`src/rtl/rci_pkg.sv`:
```
/*
  Constants, register map and event kinds for the reset-cause and
  register-initialisation block.
  Assumes one 200 MHz core clock and event strobes already synchronous to it.
*/
package rci_pkg;

  ////////////////////////////////////////////////////////////////////////////
  // register byte offsets
  localparam logic [4:0] RCI_OFS_CTL   = 5'h00;
  localparam logic [4:0] RCI_OFS_STK   = 5'h04;
  localparam logic [4:0] RCI_OFS_CFG   = 5'h08;
  localparam logic [4:0] RCI_OFS_PC    = 5'h0c;
  localparam logic [4:0] RCI_OFS_TOS   = 5'h10;
  localparam logic [4:0] RCI_OFS_PCLAT = 5'h14;
  localparam logic [4:0] RCI_OFS_TBL   = 5'h18;
  localparam logic [4:0] RCI_OFS_SCR   = 5'h1c;

  ////////////////////////////////////////////////////////////////////////////
  // field positions
  localparam int RCI_CTL_SWBO  = 6;
  localparam int RCI_CTL_INSTR = 4;
  localparam int RCI_CTL_TMO   = 3;
  localparam int RCI_CTL_PWDN  = 2;
  localparam int RCI_CTL_PWON  = 1;
  localparam int RCI_CTL_BROWN = 0;
  localparam int RCI_STK_FUL   = 7;
  localparam int RCI_STK_UNF   = 6;
  localparam int RCI_CFG_STVR  = 0;
  localparam int RCI_CFG_BOCFG = 1;

  ////////////////////////////////////////////////////////////////////////////
  // widths and values
  localparam int          RCI_PC_W     = 21;
  localparam int          RCI_TBL_W    = 22;
  localparam int          RCI_PCLAT_W  = 13;
  localparam int          RCI_PTR_W    = 5;
  localparam logic [1:0]  RCI_BOCFG_SW  = 2'h1;
  localparam logic [1:0]  RCI_BOCFG_RST = 2'h0;
  localparam logic        RCI_SWBO_RST  = 1'h1;
  localparam logic [7:0]  RCI_CTL_RST   = 8'h5c;
  localparam logic [20:0] RCI_PC_RST   = 21'h000000;
  localparam logic [20:0] RCI_PC_STEP  = 21'h000002;
  localparam logic [20:0] RCI_VEC_HI   = 21'h000008;
  localparam logic [20:0] RCI_VEC_LO   = 21'h000018;
  localparam logic [4:0]  RCI_PTR_RST  = 5'h00;
  localparam logic [4:0]  RCI_PTR_STEP = 5'h01;

  ////////////////////////////////////////////////////////////////////////////
  // power modes and arbitrated events
  typedef enum logic [1:0] {
    RCI_PM_FULL,
    RCI_PM_RUN,
    RCI_PM_IDLE,
    RCI_PM_SLEEP
  } rci_pm_t;

  typedef enum logic [3:0] {
    RCI_EV_NONE,
    RCI_EV_POR,
    RCI_EV_BOR,
    RCI_EV_RST_INSTR,
    RCI_EV_XCLR_FULL,
    RCI_EV_XCLR_RUN,
    RCI_EV_XCLR_IDLE,
    RCI_EV_WDT_RESET,
    RCI_EV_STK_FULL,
    RCI_EV_STK_UNF,
    RCI_EV_STK_FULL_ERR,
    RCI_EV_STK_UNF_ERR,
    RCI_EV_WDT_WAKE,
    RCI_EV_INT_WAKE
  } rci_event_t;

endpackage

```
`src/rtl/rci_event_arb.sv`:
```
/*
  Priority arbiter: turns the raw reset and wake strobes into one
  registered event kind per cycle.
  Assumes strobes are one-cycle pulses synchronous to ref_clk_in.
*/
`timescale 1ns/1ps
module rci_event_arb (
  input  wire logic                ref_clk_in,
  input  wire logic                rst_in,
  input  wire logic                por_evt_in,
  input  wire logic                bor_evt_in,
  input  wire logic                reset_instr_in,
  input  wire logic                ext_clear_evt_in,
  input  wire logic                wdt_timeout_in,
  input  wire logic                stack_full_evt_in,
  input  wire logic                stack_unf_evt_in,
  input  wire logic                int_wake_in,
  input  wire logic                stack_error_reset_enable_in,
  input  wire rci_pkg::rci_pm_t    pm_mode_in,
  output rci_pkg::rci_event_t      evt_out
);

  rci_pkg::rci_event_t evt_r;
  rci_pkg::rci_event_t evt_nxt;

  ////////////////////////////////////////////////////////////////////////////
  // fixed priority, only the winner's flag updates are applied
  always_comb begin
    evt_nxt = rci_pkg::RCI_EV_NONE;
    if (por_evt_in) begin
      evt_nxt = rci_pkg::RCI_EV_POR;
    end else if (bor_evt_in) begin
      evt_nxt = rci_pkg::RCI_EV_BOR;
    end else if (reset_instr_in) begin
      evt_nxt = rci_pkg::RCI_EV_RST_INSTR;
    end else if (ext_clear_evt_in) begin
      case (pm_mode_in)
        rci_pkg::RCI_PM_FULL:  evt_nxt = rci_pkg::RCI_EV_XCLR_FULL;
        rci_pkg::RCI_PM_RUN:   evt_nxt = rci_pkg::RCI_EV_XCLR_RUN;
        default:               evt_nxt = rci_pkg::RCI_EV_XCLR_IDLE;
      endcase
    end else if (wdt_timeout_in) begin
      // idle and sleep turn a timeout into a wake-up instead of a reset
      if (pm_mode_in == rci_pkg::RCI_PM_IDLE || pm_mode_in == rci_pkg::RCI_PM_SLEEP) begin
        evt_nxt = rci_pkg::RCI_EV_WDT_WAKE;
      end else begin
        evt_nxt = rci_pkg::RCI_EV_WDT_RESET;
      end
    end else if (stack_full_evt_in) begin
      evt_nxt = stack_error_reset_enable_in ? rci_pkg::RCI_EV_STK_FULL
                                         : rci_pkg::RCI_EV_STK_FULL_ERR;
    end else if (stack_unf_evt_in) begin
      evt_nxt = stack_error_reset_enable_in ? rci_pkg::RCI_EV_STK_UNF
                                         : rci_pkg::RCI_EV_STK_UNF_ERR;
    end else if (int_wake_in && pm_mode_in != rci_pkg::RCI_PM_FULL) begin
      evt_nxt = rci_pkg::RCI_EV_INT_WAKE;
    end
  end

  always_ff @(posedge ref_clk_in) begin
    if (rst_in) begin
      evt_r <= rci_pkg::RCI_EV_NONE;
    end else begin
      evt_r <= evt_nxt;
    end
  end

  assign evt_out = evt_r;

endmodule

```
`src/rtl/rci_reset_init.sv`:
```
/*
  Reset-cause flags, stack flags, program counter selection and the
  reset-state registers, reached over an Avalon-MM slave with waitrequest.
  Assumes the core drives pc_load_in while running and sends one-cycle
  event strobes; every answer on the bus comes one cycle after the request.
*/
// Added by the designer: the register addresses and the Avalon-MM slave port.
`timescale 1ns/1ps
module rci_reset_init (
  input  wire logic                ref_clk_in,
  input  wire logic                rst_in,
  input  wire logic                por_evt_in,
  input  wire logic                bor_evt_in,
  input  wire logic                reset_instr_in,
  input  wire logic                ext_clear_evt_in,
  input  wire logic                wdt_timeout_in,
  input  wire logic                stack_full_evt_in,
  input  wire logic                stack_unf_evt_in,
  input  wire logic                int_wake_in,
  input  wire logic                high_priority_global_int_enable_in,
  input  wire logic                low_priority_global_int_enable_in,
  input  wire rci_pkg::rci_pm_t    pm_mode_in,
  input  wire logic                pc_load_in,
  input  wire logic [20:0]         pc_value_in,
  input  wire logic [4:0]          avs_address_in,
  input  wire logic                avs_read_in,
  input  wire logic                avs_write_in,
  input  wire logic [31:0]         avs_writedata_in,
  input  wire logic [3:0]          avs_byteenable_in,
  output logic [31:0]              avs_readdata_out,
  output logic                     avs_waitrequest_out,
  output logic [20:0]              pc_out,
  output logic                     core_reset_out,
  output logic                     wake_out
);

  ////////////////////////////////////////////////////////////////////////////
  // state
  rci_pkg::rci_event_t  evt;
  logic [7:0]           ctl_r,    ctl_nxt;
  logic [7:0]           stk_r,    stk_nxt;
  logic [2:0]           cfg_r,    cfg_nxt;
  logic [20:0]          pc_r,     pc_nxt;
  logic [20:0]          tos_r,    tos_nxt;
  logic [12:0]          pclat_r,  pclat_nxt;
  logic [21:0]          tbl_r,    tbl_nxt;
  logic [31:0]          scr_r,    scr_nxt;
  logic                 wait_r,   wait_nxt;
  logic [31:0]          rdata_r,  rdata_nxt;
  logic                 crst_r,   crst_nxt;
  logic                 wake_r,   wake_nxt;
  logic                 wr_go;
  logic                 rd_cap;
  logic                 sw_bo_mode;
  logic [31:0]          rd_word;

  function automatic logic [31:0] be_merge(input logic [31:0] old_v,
                                           input logic [31:0] new_v,
                                           input logic [3:0]  be);
    logic [31:0] res;
    res = old_v;
    for (int i = 0; i < 4; i++) begin
      if (be[i]) begin
        res[i*8 +: 8] = new_v[i*8 +: 8];
      end
    end
    return res;
  endfunction

  rci_event_arb u_arb (
    .ref_clk_in                  (ref_clk_in),
    .rst_in                      (rst_in),
    .por_evt_in                  (por_evt_in),
    .bor_evt_in                  (bor_evt_in),
    .reset_instr_in              (reset_instr_in),
    .ext_clear_evt_in            (ext_clear_evt_in),
    .wdt_timeout_in              (wdt_timeout_in),
    .stack_full_evt_in           (stack_full_evt_in),
    .stack_unf_evt_in            (stack_unf_evt_in),
    .int_wake_in                 (int_wake_in),
    .stack_error_reset_enable_in (cfg_r[rci_pkg::RCI_CFG_STVR]),
    .pm_mode_in                  (pm_mode_in),
    .evt_out                     (evt)
  );

  ////////////////////////////////////////////////////////////////////////////
  // bus decode: a request is seen with waitrequest high and answered next edge
  assign wr_go    = avs_write_in && !wait_r;
  assign rd_cap   = avs_read_in && wait_r;
  assign sw_bo_mode = (cfg_r[rci_pkg::RCI_CFG_BOCFG +: 2] == rci_pkg::RCI_BOCFG_SW);

  always_comb begin
    rd_word = 32'h00000000;
    case (avs_address_in)
      rci_pkg::RCI_OFS_CTL: begin
        rd_word[7:0] = ctl_r;
        rd_word[rci_pkg::RCI_CTL_SWBO] = ctl_r[rci_pkg::RCI_CTL_SWBO] & sw_bo_mode;
      end
      rci_pkg::RCI_OFS_STK:   rd_word[7:0]  = stk_r;
      rci_pkg::RCI_OFS_CFG:   rd_word[2:0]  = cfg_r;
      rci_pkg::RCI_OFS_PC:    rd_word[20:0] = pc_r;
      rci_pkg::RCI_OFS_TOS:   rd_word[20:0] = tos_r;
      rci_pkg::RCI_OFS_PCLAT: rd_word[12:0] = pclat_r;
      rci_pkg::RCI_OFS_TBL:   rd_word[21:0] = tbl_r;
      rci_pkg::RCI_OFS_SCR:   rd_word       = scr_r;
      default:                rd_word       = 32'h00000000;
    endcase
  end

  ////////////////////////////////////////////////////////////////////////////
  // next state: software write first, then the event, so hardware wins
  always_comb begin
    logic [31:0] m;
    m         = 32'h00000000;
    ctl_nxt   = ctl_r;
    stk_nxt   = stk_r;
    cfg_nxt   = cfg_r;
    pc_nxt    = pc_r;
    tos_nxt   = tos_r;
    pclat_nxt = pclat_r;
    tbl_nxt   = tbl_r;
    scr_nxt   = scr_r;
    crst_nxt  = 1'b0;
    wake_nxt  = 1'b0;
    wait_nxt  = !((avs_read_in || avs_write_in) && wait_r);
    rdata_nxt = rd_cap ? rd_word : rdata_r;

    if (wr_go) begin
      case (avs_address_in)
        rci_pkg::RCI_OFS_CTL: begin
          m = be_merge({24'h000000, ctl_r}, avs_writedata_in, avs_byteenable_in);
          ctl_nxt = {1'b0, ctl_r[6], 1'b0, m[4:0]};
          if (sw_bo_mode) begin
            ctl_nxt[rci_pkg::RCI_CTL_SWBO] = m[rci_pkg::RCI_CTL_SWBO];
          end
        end
        rci_pkg::RCI_OFS_STK: begin
          m = be_merge({24'h000000, stk_r}, avs_writedata_in, avs_byteenable_in);
          stk_nxt = {m[7:6], 1'b0, m[4:0]};
        end
        rci_pkg::RCI_OFS_CFG: begin
          m = be_merge({29'h00000000, cfg_r}, avs_writedata_in, avs_byteenable_in);
          cfg_nxt = m[2:0];
        end
        rci_pkg::RCI_OFS_PCLAT: begin
          m = be_merge({19'h00000, pclat_r}, avs_writedata_in, avs_byteenable_in);
          pclat_nxt = m[12:0];
        end
        rci_pkg::RCI_OFS_TBL: begin
          m = be_merge({10'h000, tbl_r}, avs_writedata_in, avs_byteenable_in);
          tbl_nxt = m[21:0];
        end
        rci_pkg::RCI_OFS_SCR: scr_nxt = be_merge(scr_r, avs_writedata_in, avs_byteenable_in);
        default: ;
      endcase
    end

    if (pc_load_in) begin
      pc_nxt = pc_value_in;
    end

    case (evt)
      rci_pkg::RCI_EV_POR: begin
        ctl_nxt[rci_pkg::RCI_CTL_INSTR] = 1'b1;
        ctl_nxt[rci_pkg::RCI_CTL_TMO]   = 1'b1;
        ctl_nxt[rci_pkg::RCI_CTL_PWDN]  = 1'b1;
        ctl_nxt[rci_pkg::RCI_CTL_PWON]  = 1'b0;
        ctl_nxt[rci_pkg::RCI_CTL_BROWN] = 1'b0;
        ctl_nxt[rci_pkg::RCI_CTL_SWBO]  = rci_pkg::RCI_SWBO_RST;
        stk_nxt   = {2'b00, 1'b0, rci_pkg::RCI_PTR_RST};
        cfg_nxt   = {rci_pkg::RCI_BOCFG_RST, 1'b0};
        // the scratch word is left alone: power-on gives it no defined value
      end
      rci_pkg::RCI_EV_BOR: begin
        ctl_nxt[rci_pkg::RCI_CTL_INSTR] = 1'b1;
        ctl_nxt[rci_pkg::RCI_CTL_TMO]   = 1'b1;
        ctl_nxt[rci_pkg::RCI_CTL_PWDN]  = 1'b1;
        ctl_nxt[rci_pkg::RCI_CTL_BROWN] = 1'b0;
      end
      rci_pkg::RCI_EV_RST_INSTR: ctl_nxt[rci_pkg::RCI_CTL_INSTR] = 1'b0;
      rci_pkg::RCI_EV_XCLR_RUN:  ctl_nxt[rci_pkg::RCI_CTL_TMO] = 1'b1;
      rci_pkg::RCI_EV_XCLR_IDLE: begin
        ctl_nxt[rci_pkg::RCI_CTL_TMO]  = 1'b1;
        ctl_nxt[rci_pkg::RCI_CTL_PWDN] = 1'b0;
      end
      rci_pkg::RCI_EV_XCLR_FULL: ;
      rci_pkg::RCI_EV_WDT_RESET: ctl_nxt[rci_pkg::RCI_CTL_TMO] = 1'b0;
      rci_pkg::RCI_EV_STK_FULL:  stk_nxt[rci_pkg::RCI_STK_FUL] = 1'b1;
      rci_pkg::RCI_EV_STK_UNF:   stk_nxt[rci_pkg::RCI_STK_UNF] = 1'b1;
      rci_pkg::RCI_EV_STK_FULL_ERR: stk_nxt[rci_pkg::RCI_STK_FUL] = 1'b1;
      rci_pkg::RCI_EV_STK_UNF_ERR:  stk_nxt[rci_pkg::RCI_STK_UNF] = 1'b1;
      rci_pkg::RCI_EV_WDT_WAKE: begin
        ctl_nxt[rci_pkg::RCI_CTL_TMO]  = 1'b0;
        ctl_nxt[rci_pkg::RCI_CTL_PWDN] = 1'b0;
        pc_nxt   = pc_r + rci_pkg::RCI_PC_STEP;
        wake_nxt = 1'b1;
      end
      rci_pkg::RCI_EV_INT_WAKE: begin
        ctl_nxt[rci_pkg::RCI_CTL_PWDN] = 1'b0;
        pc_nxt   = pc_r + rci_pkg::RCI_PC_STEP;
        wake_nxt = 1'b1;
        // vectored wake pushes the resume address onto the hardware stack
        if (high_priority_global_int_enable_in || low_priority_global_int_enable_in) begin
          tos_nxt = pc_r + rci_pkg::RCI_PC_STEP;
          stk_nxt[4:0] = stk_r[4:0] + rci_pkg::RCI_PTR_STEP;
          pc_nxt = high_priority_global_int_enable_in ? rci_pkg::RCI_VEC_HI
                                                      : rci_pkg::RCI_VEC_LO;
        end
      end
      default: ;
    endcase

    // every true reset forces the reset-state registers to their common values
    case (evt)
      rci_pkg::RCI_EV_POR, rci_pkg::RCI_EV_BOR, rci_pkg::RCI_EV_RST_INSTR,
      rci_pkg::RCI_EV_XCLR_FULL, rci_pkg::RCI_EV_XCLR_RUN, rci_pkg::RCI_EV_XCLR_IDLE,
      rci_pkg::RCI_EV_WDT_RESET, rci_pkg::RCI_EV_STK_FULL, rci_pkg::RCI_EV_STK_UNF: begin
        pc_nxt       = rci_pkg::RCI_PC_RST;
        tos_nxt      = 21'h000000;
        pclat_nxt    = 13'h0000;
        tbl_nxt      = 22'h000000;
        stk_nxt[4:0] = rci_pkg::RCI_PTR_RST;
        crst_nxt     = 1'b1;
      end
      default: ;
    endcase
  end

  ////////////////////////////////////////////////////////////////////////////
  // registers; rst_in acts as a power-on of the block
  always_ff @(posedge ref_clk_in) begin
    if (rst_in) begin
      ctl_r   <= rci_pkg::RCI_CTL_RST;
      stk_r   <= 8'h00;
      cfg_r   <= 3'h0;
      pc_r    <= rci_pkg::RCI_PC_RST;
      tos_r   <= 21'h000000;
      pclat_r <= 13'h0000;
      tbl_r   <= 22'h000000;
      wait_r  <= 1'b1;
      rdata_r <= 32'h00000000;
      crst_r  <= 1'b0;
      wake_r  <= 1'b0;
    end else begin
      ctl_r   <= ctl_nxt;
      stk_r   <= stk_nxt;
      cfg_r   <= cfg_nxt;
      pc_r    <= pc_nxt;
      tos_r   <= tos_nxt;
      pclat_r <= pclat_nxt;
      tbl_r   <= tbl_nxt;
      wait_r  <= wait_nxt;
      rdata_r <= rdata_nxt;
      crst_r  <= crst_nxt;
      wake_r  <= wake_nxt;
    end
  end

  // data word with no reset state: it must survive every reset
  always_ff @(posedge ref_clk_in) begin
    scr_r <= scr_nxt;
  end

  assign avs_readdata_out    = rdata_r;
  assign avs_waitrequest_out = wait_r;
  assign pc_out              = pc_r;
  assign core_reset_out      = crst_r;
  assign wake_out            = wake_r;

  ////////////////////////////////////////////////////////////////////////////
  // checks
  por_flags_a: assert property (@(posedge ref_clk_in) disable iff (rst_in)
    (evt == rci_pkg::RCI_EV_POR) |=> (ctl_r[4:0] == 5'h1c) && (stk_r == 8'h00)
      && (pc_r == rci_pkg::RCI_PC_RST) && core_reset_out)
    else $error("power-on flags or pc wrong");

  bor_flags_a: assert property (@(posedge ref_clk_in) disable iff (rst_in)
    (evt == rci_pkg::RCI_EV_BOR && !wr_go) |=> (ctl_r[4:2] == 3'h7)
      && !ctl_r[0] && (ctl_r[1] == $past(ctl_r[1])) && (stk_r[7:6] == $past(stk_r[7:6])))
    else $error("brown-out flags wrong");

  xclr_idle_a: assert property (@(posedge ref_clk_in) disable iff (rst_in)
    (evt == rci_pkg::RCI_EV_XCLR_IDLE && !wr_go) |=> ctl_r[3] && !ctl_r[2]
      && (ctl_r[4] == $past(ctl_r[4])) && (pc_r == rci_pkg::RCI_PC_RST))
    else $error("clear in idle flags wrong");

  wdt_reset_a: assert property (@(posedge ref_clk_in) disable iff (rst_in)
    (evt == rci_pkg::RCI_EV_WDT_RESET && !wr_go) |=> !ctl_r[3]
      && (ctl_r[2] == $past(ctl_r[2])) && core_reset_out)
    else $error("watchdog reset flags wrong");

  unf_noreset_a: assert property (@(posedge ref_clk_in) disable iff (rst_in)
    (evt == rci_pkg::RCI_EV_STK_UNF_ERR) |=> stk_r[6] && !core_reset_out)
    else $error("underflow error reset the core");

  wdt_wake_a: assert property (@(posedge ref_clk_in) disable iff (rst_in)
    (evt == rci_pkg::RCI_EV_WDT_WAKE && !pc_load_in) |=>
      (pc_r == $past(pc_r) + rci_pkg::RCI_PC_STEP) && !ctl_r[3] && !ctl_r[2] && wake_out)
    else $error("watchdog wake pc or flags wrong");

  int_vector_a: assert property (@(posedge ref_clk_in) disable iff (rst_in)
    (evt == rci_pkg::RCI_EV_INT_WAKE && high_priority_global_int_enable_in) |=>
      (pc_r == rci_pkg::RCI_VEC_HI) && (tos_r == $past(pc_r) + rci_pkg::RCI_PC_STEP))
    else $error("interrupt wake vector wrong");

  scratch_keep_a: assert property (@(posedge ref_clk_in) disable iff (rst_in)
    (evt != rci_pkg::RCI_EV_NONE && !wr_go) |=> $stable(scr_r))
    else $error("scratch word changed on reset");

  sbor_read_a: assert property (@(posedge ref_clk_in) disable iff (rst_in)
    (rd_cap && avs_address_in == rci_pkg::RCI_OFS_CTL && !sw_bo_mode) |=> !avs_readdata_out[6])
    else $error("software brown-out enable visible outside software mode");

  bus_answer_a: assert property (@(posedge ref_clk_in) disable iff (rst_in)
    ((avs_read_in || avs_write_in) && avs_waitrequest_out) |=> !avs_waitrequest_out
      ##1 avs_waitrequest_out)
    else $error("bus answer not one cycle after request");

endmodule

```
`config.mk`:
```
export PLATFORM = sky130hd
export DESIGN_NAME = rci_reset_init
export DESIGN_NICKNAME = d
export VERILOG_FILES = /design/src/rtl/rci_pkg.sv /design/src/rtl/rci_event_arb.sv /design/src/rtl/rci_reset_init.sv
export SDC_FILE = /design/constraint.sdc
export NUM_CORES = 1
export LEC_CHECK = 0
export BUFFER_PORTS_ARGS = -buffer_cell sky130_fd_sc_hd__buf_2
export CAP_MARGIN = 20
export CORE_ASPECT_RATIO = 0.7
export CORE_MARGIN = 2
export CORE_UTILIZATION = 60
export DETAILED_ROUTE_END_ITERATION = 16
export PLACE_DENSITY = 0.85
export SYNTH_ARGS = -nofsm -noshare
export SYNTH_HDL_FRONTEND = slang
export SYNTH_HIERARCHICAL = 1
export SYNTH_SLANG_ARGS = --single-unit
```
`constraint.sdc`:
```
create_clock -name ref_clk_in -period 3.8 [get_ports ref_clk_in]
set_input_delay 0.76 -clock ref_clk_in [delete_from_list [all_inputs] [get_ports ref_clk_in]]
set_output_delay 0.76 -clock ref_clk_in [all_outputs]
set_load 0.03 [all_outputs]
```
---- Word level (Yosys, flattened, before mapping) ----
Cells that the tools add are included.
word-level totals
  bits in writable memories ............... 0
  logic and storage cells ................. 151
  memory bits (read-only) ................. 0
  latch bits .............................. 0
  register bits ........................... 164
  output and inout bits ................... 56
  memories kept ........................... 0
  input port bits ......................... 79
cells by class
  multiplexer cells ....................... 37
  add/sub/neg operators ................... 2
  $lt $le $gt $ge ......................... 0
  bitwise operators ....................... 1
  multiply operators ...................... 0
  reductions and logical operators ........ 59
  divide/modulo/power cells ............... 0
  shifts and indexed selects .............. 0
  equal/unequal tests ..................... 24
operators by type and width
  operator               count
  $reduce_and 3->1       16
  $reduce_bool 3->1      16
  $mux 21                2
  $pmux 21 s2            1
  $pmux 5 s7             1
  $pmux 8 s4             1
  $mux 5                 5
  $pmux 5 s5             1
  $eq 4x4->1 const B     6
  $mux 4                 6
  $mux 8                 3
  $pmux 3 s8             1
  $add 21x2->21 const B  1
  $eq 5x5->1 const B     4
  $eq 4x3->1 const B     4
  $reduce_or 2->1        7
  $pmux 1 s2             6
  $eq 5x4->1 const B     2
  $mux 10                1
  $pmux 5 s2             1
  $reduce_or 10->1       1
  $reduce_or 9->1        1
  $eq 4x2->1 const B     2
  $mux 2                 4
  18 further kinds       30

---- Logic depth before layout (Yosys ltp) ----
Gate-level depths: netlist of run 1.
  depth in word-level cells ............... 10
  gate-level depth with buffers ........... 8

---- Hierarchy ----
Netlist of run 1, hierarchy kept.
modules (own cells, without submodules)
  module          instances  sequential area each (um^2)  area each (um^2)  cells each
  rci_reset_init  1          3523.4                       7168.1            760
  rci_event_arb   1          80.1                         215.2             23

---- Worst setup path before layout of run 1 ----
Ideal clock, no wire load.
  path type ............................... input-to-reg
  start point ............................. in avs_address_in[4]
  end point ............................... reg scr_r[0], enable pin
  buffers on the path ..................... 4
  required time ........................... 3427 ps
  cell stages on the path ................. 7
  data arrival time ....................... 2469 ps
  setup slack ............................. 958 ps
  setup time .............................. 373 ps
  path through ............................ buf_2 > and4bb_2 > and2_1 > clkbuf_1 > clkbuf_1 > buf_2 > nor2b_1
on the way
  word-level cells in the longest chain between the ends .. 2
RTL lines
  element                     RTL line               source
  from (decl)                 rci_reset_init.sv:25   input wire logic [4:0] avs_address_in,
  $eq 5x5->1                  rci_reset_init.sv:129  case (avs_address_in)
  $reduce_and 3->1 (no line)  --
  to (signal assigned)        rci_reset_init.sv:261  scr_r <= scr_nxt;
  to (decl)                   rci_reset_init.sv:47   logic [31:0] scr_r, scr_nxt;
No other way between the ends.
A chain may end at the register's enable or synchronous reset.

---- Worst setup path in the final report of run 1 ----
  start point ............................. reg pc_r[1] (netlist: pc_out[1])
  end point ............................... reg pc_r[19] (netlist: pc_out[19])
on the way
  word-level cells in the longest chain between the ends .. 3
RTL lines
  element                 RTL line                                      source
  from (decl)             rci_reset_init.sv:43                          logic [20:0] pc_r, pc_nxt;
  from (signal assigned)  rci_reset_init.sv:236                         pc_r <= rci_pkg::RCI_PC_RST;
  from (signal assigned)  rci_reset_init.sv:248                         pc_r <= pc_nxt;
  $add 21x2->21 (*)       rci_reset_init.sv:195, rci_reset_init.sv:200
  $mux 21                 rci_reset_init.sv:203                         if (high_priority_global_int_enable_in || low_priority_global_int_enable_in) begin
  $pmux 21 s2 (*)         rci_reset_init.sv:162                         case (evt)
Every way passes the cells marked *; elsewhere a longest branch is shown, timed or not.

==> impl_results.md, run 1 <==
- Run status: finished clean
- CTS sink count: 164
- Post-DRT Antenna Nets: 0
- RSZ-0062 raised after global routing: no
- WP buf/inv: 0
- IR drop worst, VDD: 0.000407 V
- Top cells by area, synth: dfxtp_1, edfxtp_1, mux2i_1
- Final Hold Violating Endpoints: 0
- Setup TNS: 0 ns
- Residual DRC count: 0
- Post-Syn Nets: roughly 860
- Slew Limit Fails: 0
- Final Util: 73.3%
- # setup viols final: 0
- Hold crit path type: reg2reg
- Crit path time final: 2.70 ns
- Die Y: 96.8 µm
- Crit share post-route: 71.2%
- Antenna cell count: 0
- Chip width: 137 µm
- Post-CTS Resized: 0
- Synth cell types: 62
- DRT Pass-1 Iters: 6
- Met1 layer wirelength in the final routing: ~9200 µm
- CTS tree: yes
- Detail Route met2 WL: 9450 µm
- Pwr Density: 434 nW/µm²
- Slowest cell on the critical path: nor4_1
- Overflow after GRT: 0
- Mapped cell area: 7380 µm²
- Switch share: around a quarter
- Final instance area: approximately 8700 µm²
- CP required: approximately 4.1 ns
- Fmax: 370 MHz
- Top cell type's share of synthesized area: 35.8%
- Lkg Pwr: 0.00352 µW
- Final HPWL DP: 15,600 µm
- Crit-path leading delay family: simple AND/OR/NAND/NOR gates
- Slew headroom: about 44%
- Crit path capture type: register
- Seq pwr share: between 40 and 50%
- Clock transition at path regs: around 0.060 ns
- Core box area: approximately 12,000 µm²
- Setup crit start kind: register
- Post-synthesis sequential area ratio: 48.8%
- Hold-fix buffers, CTS: 0
- Filler cells: 859
- Share of cells above drive strength 1: 21.4%
- Starting Density: 62.3%
- Final Skew: roughly 0.011 ns
- First-pass GRT wire length: between 30,000 and 40,000 µm
- DP Area: 8130 µm²
- Yosys warns: 6
- Clock Tree Root: clkbuf_16
- Top_reg_cell synth: dfxtp_1
- IO buf count: 134
- Final wirelength: 21,900 µm
- Vias: 6,861
- Tightest Pin Transition: 0.834 ns
- Antenna violations before repair: 0
- Tot GR Track Use: 33.3%
- # Post-CTS Setup Buffers: 0
- Leading cell type in the layout, fill and taps excluded: buf_2
- Rows: 33
- Routed wl met3: 2800 µm
- Number of CTS-inserted buffers: 17
- Sw power: 971 µW
- Iteration-0 DRC Markers: 771
- Cells after synthesis: 783
- Maxcap violations: 0
- Hold slack: around 0.45 ns
- Share of total power in the clock network: 43.6%
- Critical path peak fanout: 9
- CP max stage delay: between 0.7 and 0.8 ns
- Vias in the first global route: 6,305
- Vias per std cell: 6.48
- Full die area: approximately 13,000 µm²
- Final #Nets: just under 1,000
- Synthesis-stage register bit count: 164
- CP arrival: 3.04 ns
- Max layer used: met4
- Largest net degree at the start of global routing: 59
- Most frequent cells in the layout: buf_2, dfxtp_1, nor2_1, mux2i_1, nand2_1
- Int Pwr: 2800 µW
- Wire length per cell: 20.7 µm
- Layout area overhead: 17.6%
- GP Congestion: 0.956
- Avg Cell Area, Syn: 9.43 µm²
- EDFF count, synth: 32
- # IOs: 135
- Worst-case clock buffer depth: 2
- Yosys top cell by area: dfxtp_1
- Ys async rst share: 0%
- H-Tree Depth: 4
- R2R setup slack: roughly 1.1 ns
- Worst path cell trace: ha_1, nand3_1, nor4_1, and4_1, o21ai_0, a221oi_1
- Share of total power in combinational logic: 7.8%
- Critical path class: reg2reg
- Worst-Skew Late Latency: 0.44 ns
-- power by group through the flow --
stage          Clock, µW  Combinational [µW]  Sequential, µW
2_1_floorplan          0                 145            1880
3_3_place_gp           0                 275            1870
3_5_place_dp           0                 285            1870
4_1_cts             1640                 288            1830
5_1_grt             1720                 314            1840
6_report            1640                 294            1830
-- kinds of logic (layout without fill, tap and decap cells) --
kind of cell	after synthesis	after routing	share of synthesized area (%)
adders and majority gates	2	2	0.339
xor gates and xnor gates	18	18	2.14
AOI/OAI and AO/OA	214	214	19.6
DFF	164	164	48.8
muxes	57	57	7.76
and+or+nand+nor	260	260	17.8
buffers and inverters	68	187	3.63
-- cell usage after synthesis, types with 4 or more instances --
master,instances
a211oi_1,17
a21oi_1,48
nor2_1,87
a31oi_1,5
nor2b_1,8
and4_1,4
and3_1,13
a22o_1,19
mux2i_1,55
clkbuf_1,53
nand3_1,31
nor3_1,11
edfxtp_1,32
inv_1,8
a21o_1,5
buf_2,4
a221oi_1,16
and2_1,5
nand4_1,12
dfxtp_1,132
nand2b_1,8
nor4_1,6
a22oi_1,28
o21ai_0,42
xor2_1,7
o21a_1,9
xnor2_1,11
nand2_1,49
-- per-stage QoR --
step	setup WS [ns]	total power, µW	cells
2_1_floorplan	0.958	2030	783
3_3_place_gp	0.963	2140	1027
3_5_place_dp	0.907	2160	1027
4_1_cts	1.14	3760	1059
5_1_grt	0.862	3860	1059
6_report	1.10	3770	1059
-- worst reg2reg max path, cell delays in order (launching register included) --
cell	delay, ns
dfxtp_1	0.56
ha_1	0.32
nand3_1	0.18
nor4_1	0.78
and4_1	0.32
o21ai_0	0.09
a221oi_1	0.35
-- sequential cells by signal, summed over array words and instances (netlist names) --
register             count
avs_readdata_out        32
pc_out                  21
tbl_r                   22
avs_waitrequest_out      1
cfg_r                    3
wake_out                 1
core_reset_out           1
stk_r                    7
u_arb/evt_out            4
tos_r                   21
scr_r                   32
ctl_r                    6
pclat_r                 13
-- per-layer routing --
| metal | up-vias | global-route usage, % |
|---|---|---|
| met2 | 469 | 48.7 |
| met5 | - | 0 |
| met3 | 45 | 7.81 |
| met1 | 3236 | 49.5 |
| met4 | 0 | 8.65 |
| li1 | 3111 | - |
-- final cells by class --
class,instances,area [µm²],share of cell area [%]
flip-flops and latches,164,3600,41.5
clock buffers,18,429,4.94
multi-input cells,551,3530,40.7
repair buffers,146,761,8.76
well taps,157,196,2.26
inverters,9,33.8,0.389
clock inverters,14,125,1.44
-- path summary, 6_finish.rpt --
check	to	startpoint	depth (start not counted)
min reg2reg	avs_readdata_out[31]$_SDFFE_PP0P_	avs_readdata_out[31]$_SDFFE_PP0P_	2
min	avs_readdata_out[31]$_SDFFE_PP0P_	avs_readdata_out[31]$_SDFFE_PP0P_	2
max reg2reg	pc_out[19]$_SDFFE_PP0P_	pc_out[1]$_SDFFE_PP0P_	6
max	pc_out[19]$_SDFFE_PP0P_	pc_out[1]$_SDFFE_PP0P_	6
No activity file was read; power rests on OpenSTA's default activity.
==> run 2: changes to the inputs <==
ABC_AREA = 1   (was not set)
CORE_UTILIZATION = 51   (was 60)
PLACE_DENSITY = 0.76   (was 0.85)
clock period = 2.3 ns   (was 3.8 ns; I/O delays follow)
==> run 2 against run 1 <==
Compared with the run above: sequential share of layout area fell by 2.7 points; register-to-register slack got worse by 0.68 ns; clock power rose by 71%; count of clock-buffer cells in the layout fell by 1; non-clock buffer count rose by 17; critical path type unchanged.
==> impl_results.md, run 2 <==
- Cells after synthesis: 1,021
- Min-delay src: avs_writedata_in[28]
- Overflow after GRT: 0
- Worst path cell trace: nor2_1, nand2_1, nand2_2, nand2_4, inv_2, buf_4, o21ai_0, a21oi_1
- Vias per std cell: 5.62
- Rows: 37
- GP Congestion: 0.910
- Top cells by area, synth: dfxtp_1, edfxtp_1, nand2_1
- Pwr Total: 6470 µW
- Mapped cell area: 7840 µm²
- Pwr Density: 697 nW/µm²
- First-pass GRT wire length: 36,100 µm
- Vias: 7,638
- Slew headroom: 60.7%
- Final Skew: 0.0134 ns
- Seq pwr share: 46.9%
- Final wirelength: roughly 22,000 µm
- Top cell type's share of synthesized area: 33.7%
- Crit. Startpoint: u_arb/evt_out[2]$_SDFF_PP0_
- Final Hold Violating Endpoints: 0
- RSZ-0062 raised after global routing: no
- Avg Cell Area, Syn: 7.68 µm²
- Full die area: ~16,000 µm²
- Most frequent cells in the layout: nand2_1, buf_2, dfxtp_1, o21ai_0, nor2_1
- Leading cell type in the layout, fill and taps excluded: nand2_1
- Crit path capture type: register
- CTS tree: yes
- CTS sink count: 164
- Top-count cell post-synth: nand2_1
- Final Util: between 60% and 70%
- Number of CTS-inserted buffers: 17
- Post-route insts no fill: about 1,400
- Setup TNS: 0 ns
- Yosys top cell by area: dfxtp_1
- Lkg Pwr: 0.00402 µW
- Iteration-0 DRC Markers: 825
- Tot GR Track Use: between 20 and 30%
- Critical path class: reg2reg
- Starting Density: 52.8%
- Critical path peak fanout: 25
- Layout area overhead: 18.4%
- Post-CTS Resized: 0
- Tightest Pin Transition: 0.589 ns
- Filler cells: 1,329
- # setup viols final: 0
- DRT Pass-1 Iters: 5
- Antenna violations before repair: 0
- Synthesis-stage register bit count: roughly 160
- Largest net degree at the start of global routing: 36
- Worst-Skew Late Latency: 0.44 ns
- Post-Syn Nets: 1,102
- Ys async rst share: 0%
- Cell total after placement: 1,328
- EDFF count, synth: 32
- Die Y: 108 µm
- Maxcap violations: 0
- Worst-case clock buffer depth: 2
- Share of total power in combinational logic: 9.7%
- Post-synthesis sequential area ratio: between 40 and 50%
- Setup crit start kind: register
- Sw power: around 1800 µW
- Run status: finished clean
- Crit-path leading delay family: buffers and inverters
- # IOs: roughly 140
- FF-to-FF Start: u_arb/evt_out[2]$_SDFF_PP0_
- Vias in the first global route: 6,876
- Fmax: roughly 530 MHz
- WP buf/inv: 2
- H-Tree Depth: 4
- Crit path time final: 1.88 ns
- Top_reg_cell synth: dfxtp_1
- CP required: 2.66 ns
- DP Area: 8700 µm²
- Clock transition at path regs: 0.07 ns
- Final instance area: 9280 µm²
- Core box area: approximately 15,000 µm²
- IR drop worst, VDD: just under 0.0005 V
- Switch share: 28.5%
- Yosys warns: 6
- Clock Tree Root: clkbuf_16
- Share of total power in the clock network: 43.4%
- Share of cells above drive strength 1: a little over a fifth
- Slew Limit Fails: 0
- Hold-fix buffers, CTS: 0
- Final HPWL DP: 16,300 µm
- Chip width: 152 µm
- Post-synth top cells: nand2_1, dfxtp_1, o21ai_0, nor2_1, a21oi_1
- Crit share post-route: about 80%
- CP arrival: roughly 2.2 ns
- Antenna cell count: 0
- Slowest cell on the critical path: dfxtp_1
- Synth cell types: 47
- IO buf count: 134
- # Post-CTS Setup Buffers: 0
- CP max stage delay: 0.37 ns
- Post-DRT Antenna Nets: 0
- Int Pwr: 4630 µW
- Residual DRC count: 0
- Final #Nets: 1,233
- Wire length per cell: 16.5 µm
- Hold crit path type: in2reg
## run 2: path summary, 6_finish.rpt
path	depth (start not counted)	to	slack, ns
max	8	pc_out[18]$_SDFFE_PP0P_	0.42
min	1	scr_r[28]$_DFFE_PP_	0.20
max reg2reg	8	pc_out[18]$_SDFFE_PP0P_	0.42
min reg2reg	1	avs_waitrequest_out$_SDFF_PP1_	0.46
## run 2: layout make-up
cell class	count	area, µm²	share of cell area (%)
clock buffer	17	425	4.58
inverter	78	294	3.17
sequential	164	3600	38.8
clock inverter	15	155	1.67
multi-input combinational	728	3650	39.3
tap	195	244	2.63
timing repair buffer	163	913	9.84
## run 2: power groups by stage
stage          combinational [µW]  sequential, µW  clock, µW
3_3_place_gp                  614            3100          0
5_1_grt                       682            3040       2960
6_report                      626            3040       2810
2_1_floorplan                 294            3170          0
3_5_place_dp                  619            3100          0
4_1_cts                       621            3030       2830
## run 2: metal layers
metal	wire length (µm)	vias to the layer above	GRT usage [%]
li1	-	3742	-
met1	10800	3474	43.5
met2	8990	406	39.5
met3	2430	16	5.88
met4	168	0	5.61
met5	0	-	0
## run 2: logic make-up after synthesis
logic type,synth area share (%)
compound gates,17.9
xor+xnor,1.12
fa+ha+maj,0.319
buf+inv,7.50
flops,46.0
simple gates,27.2
## run 2: through the flow
stage / hold WS [ns] / worst slack, ns
floorplan: 0.424 / 0.478
global placement: 0.436 / 0.317
detailed placement: 0.439 / 0.281
CTS: 0.189 / 0.405
global route: 0.180 / 0.179
finish: 0.197 / 0.415
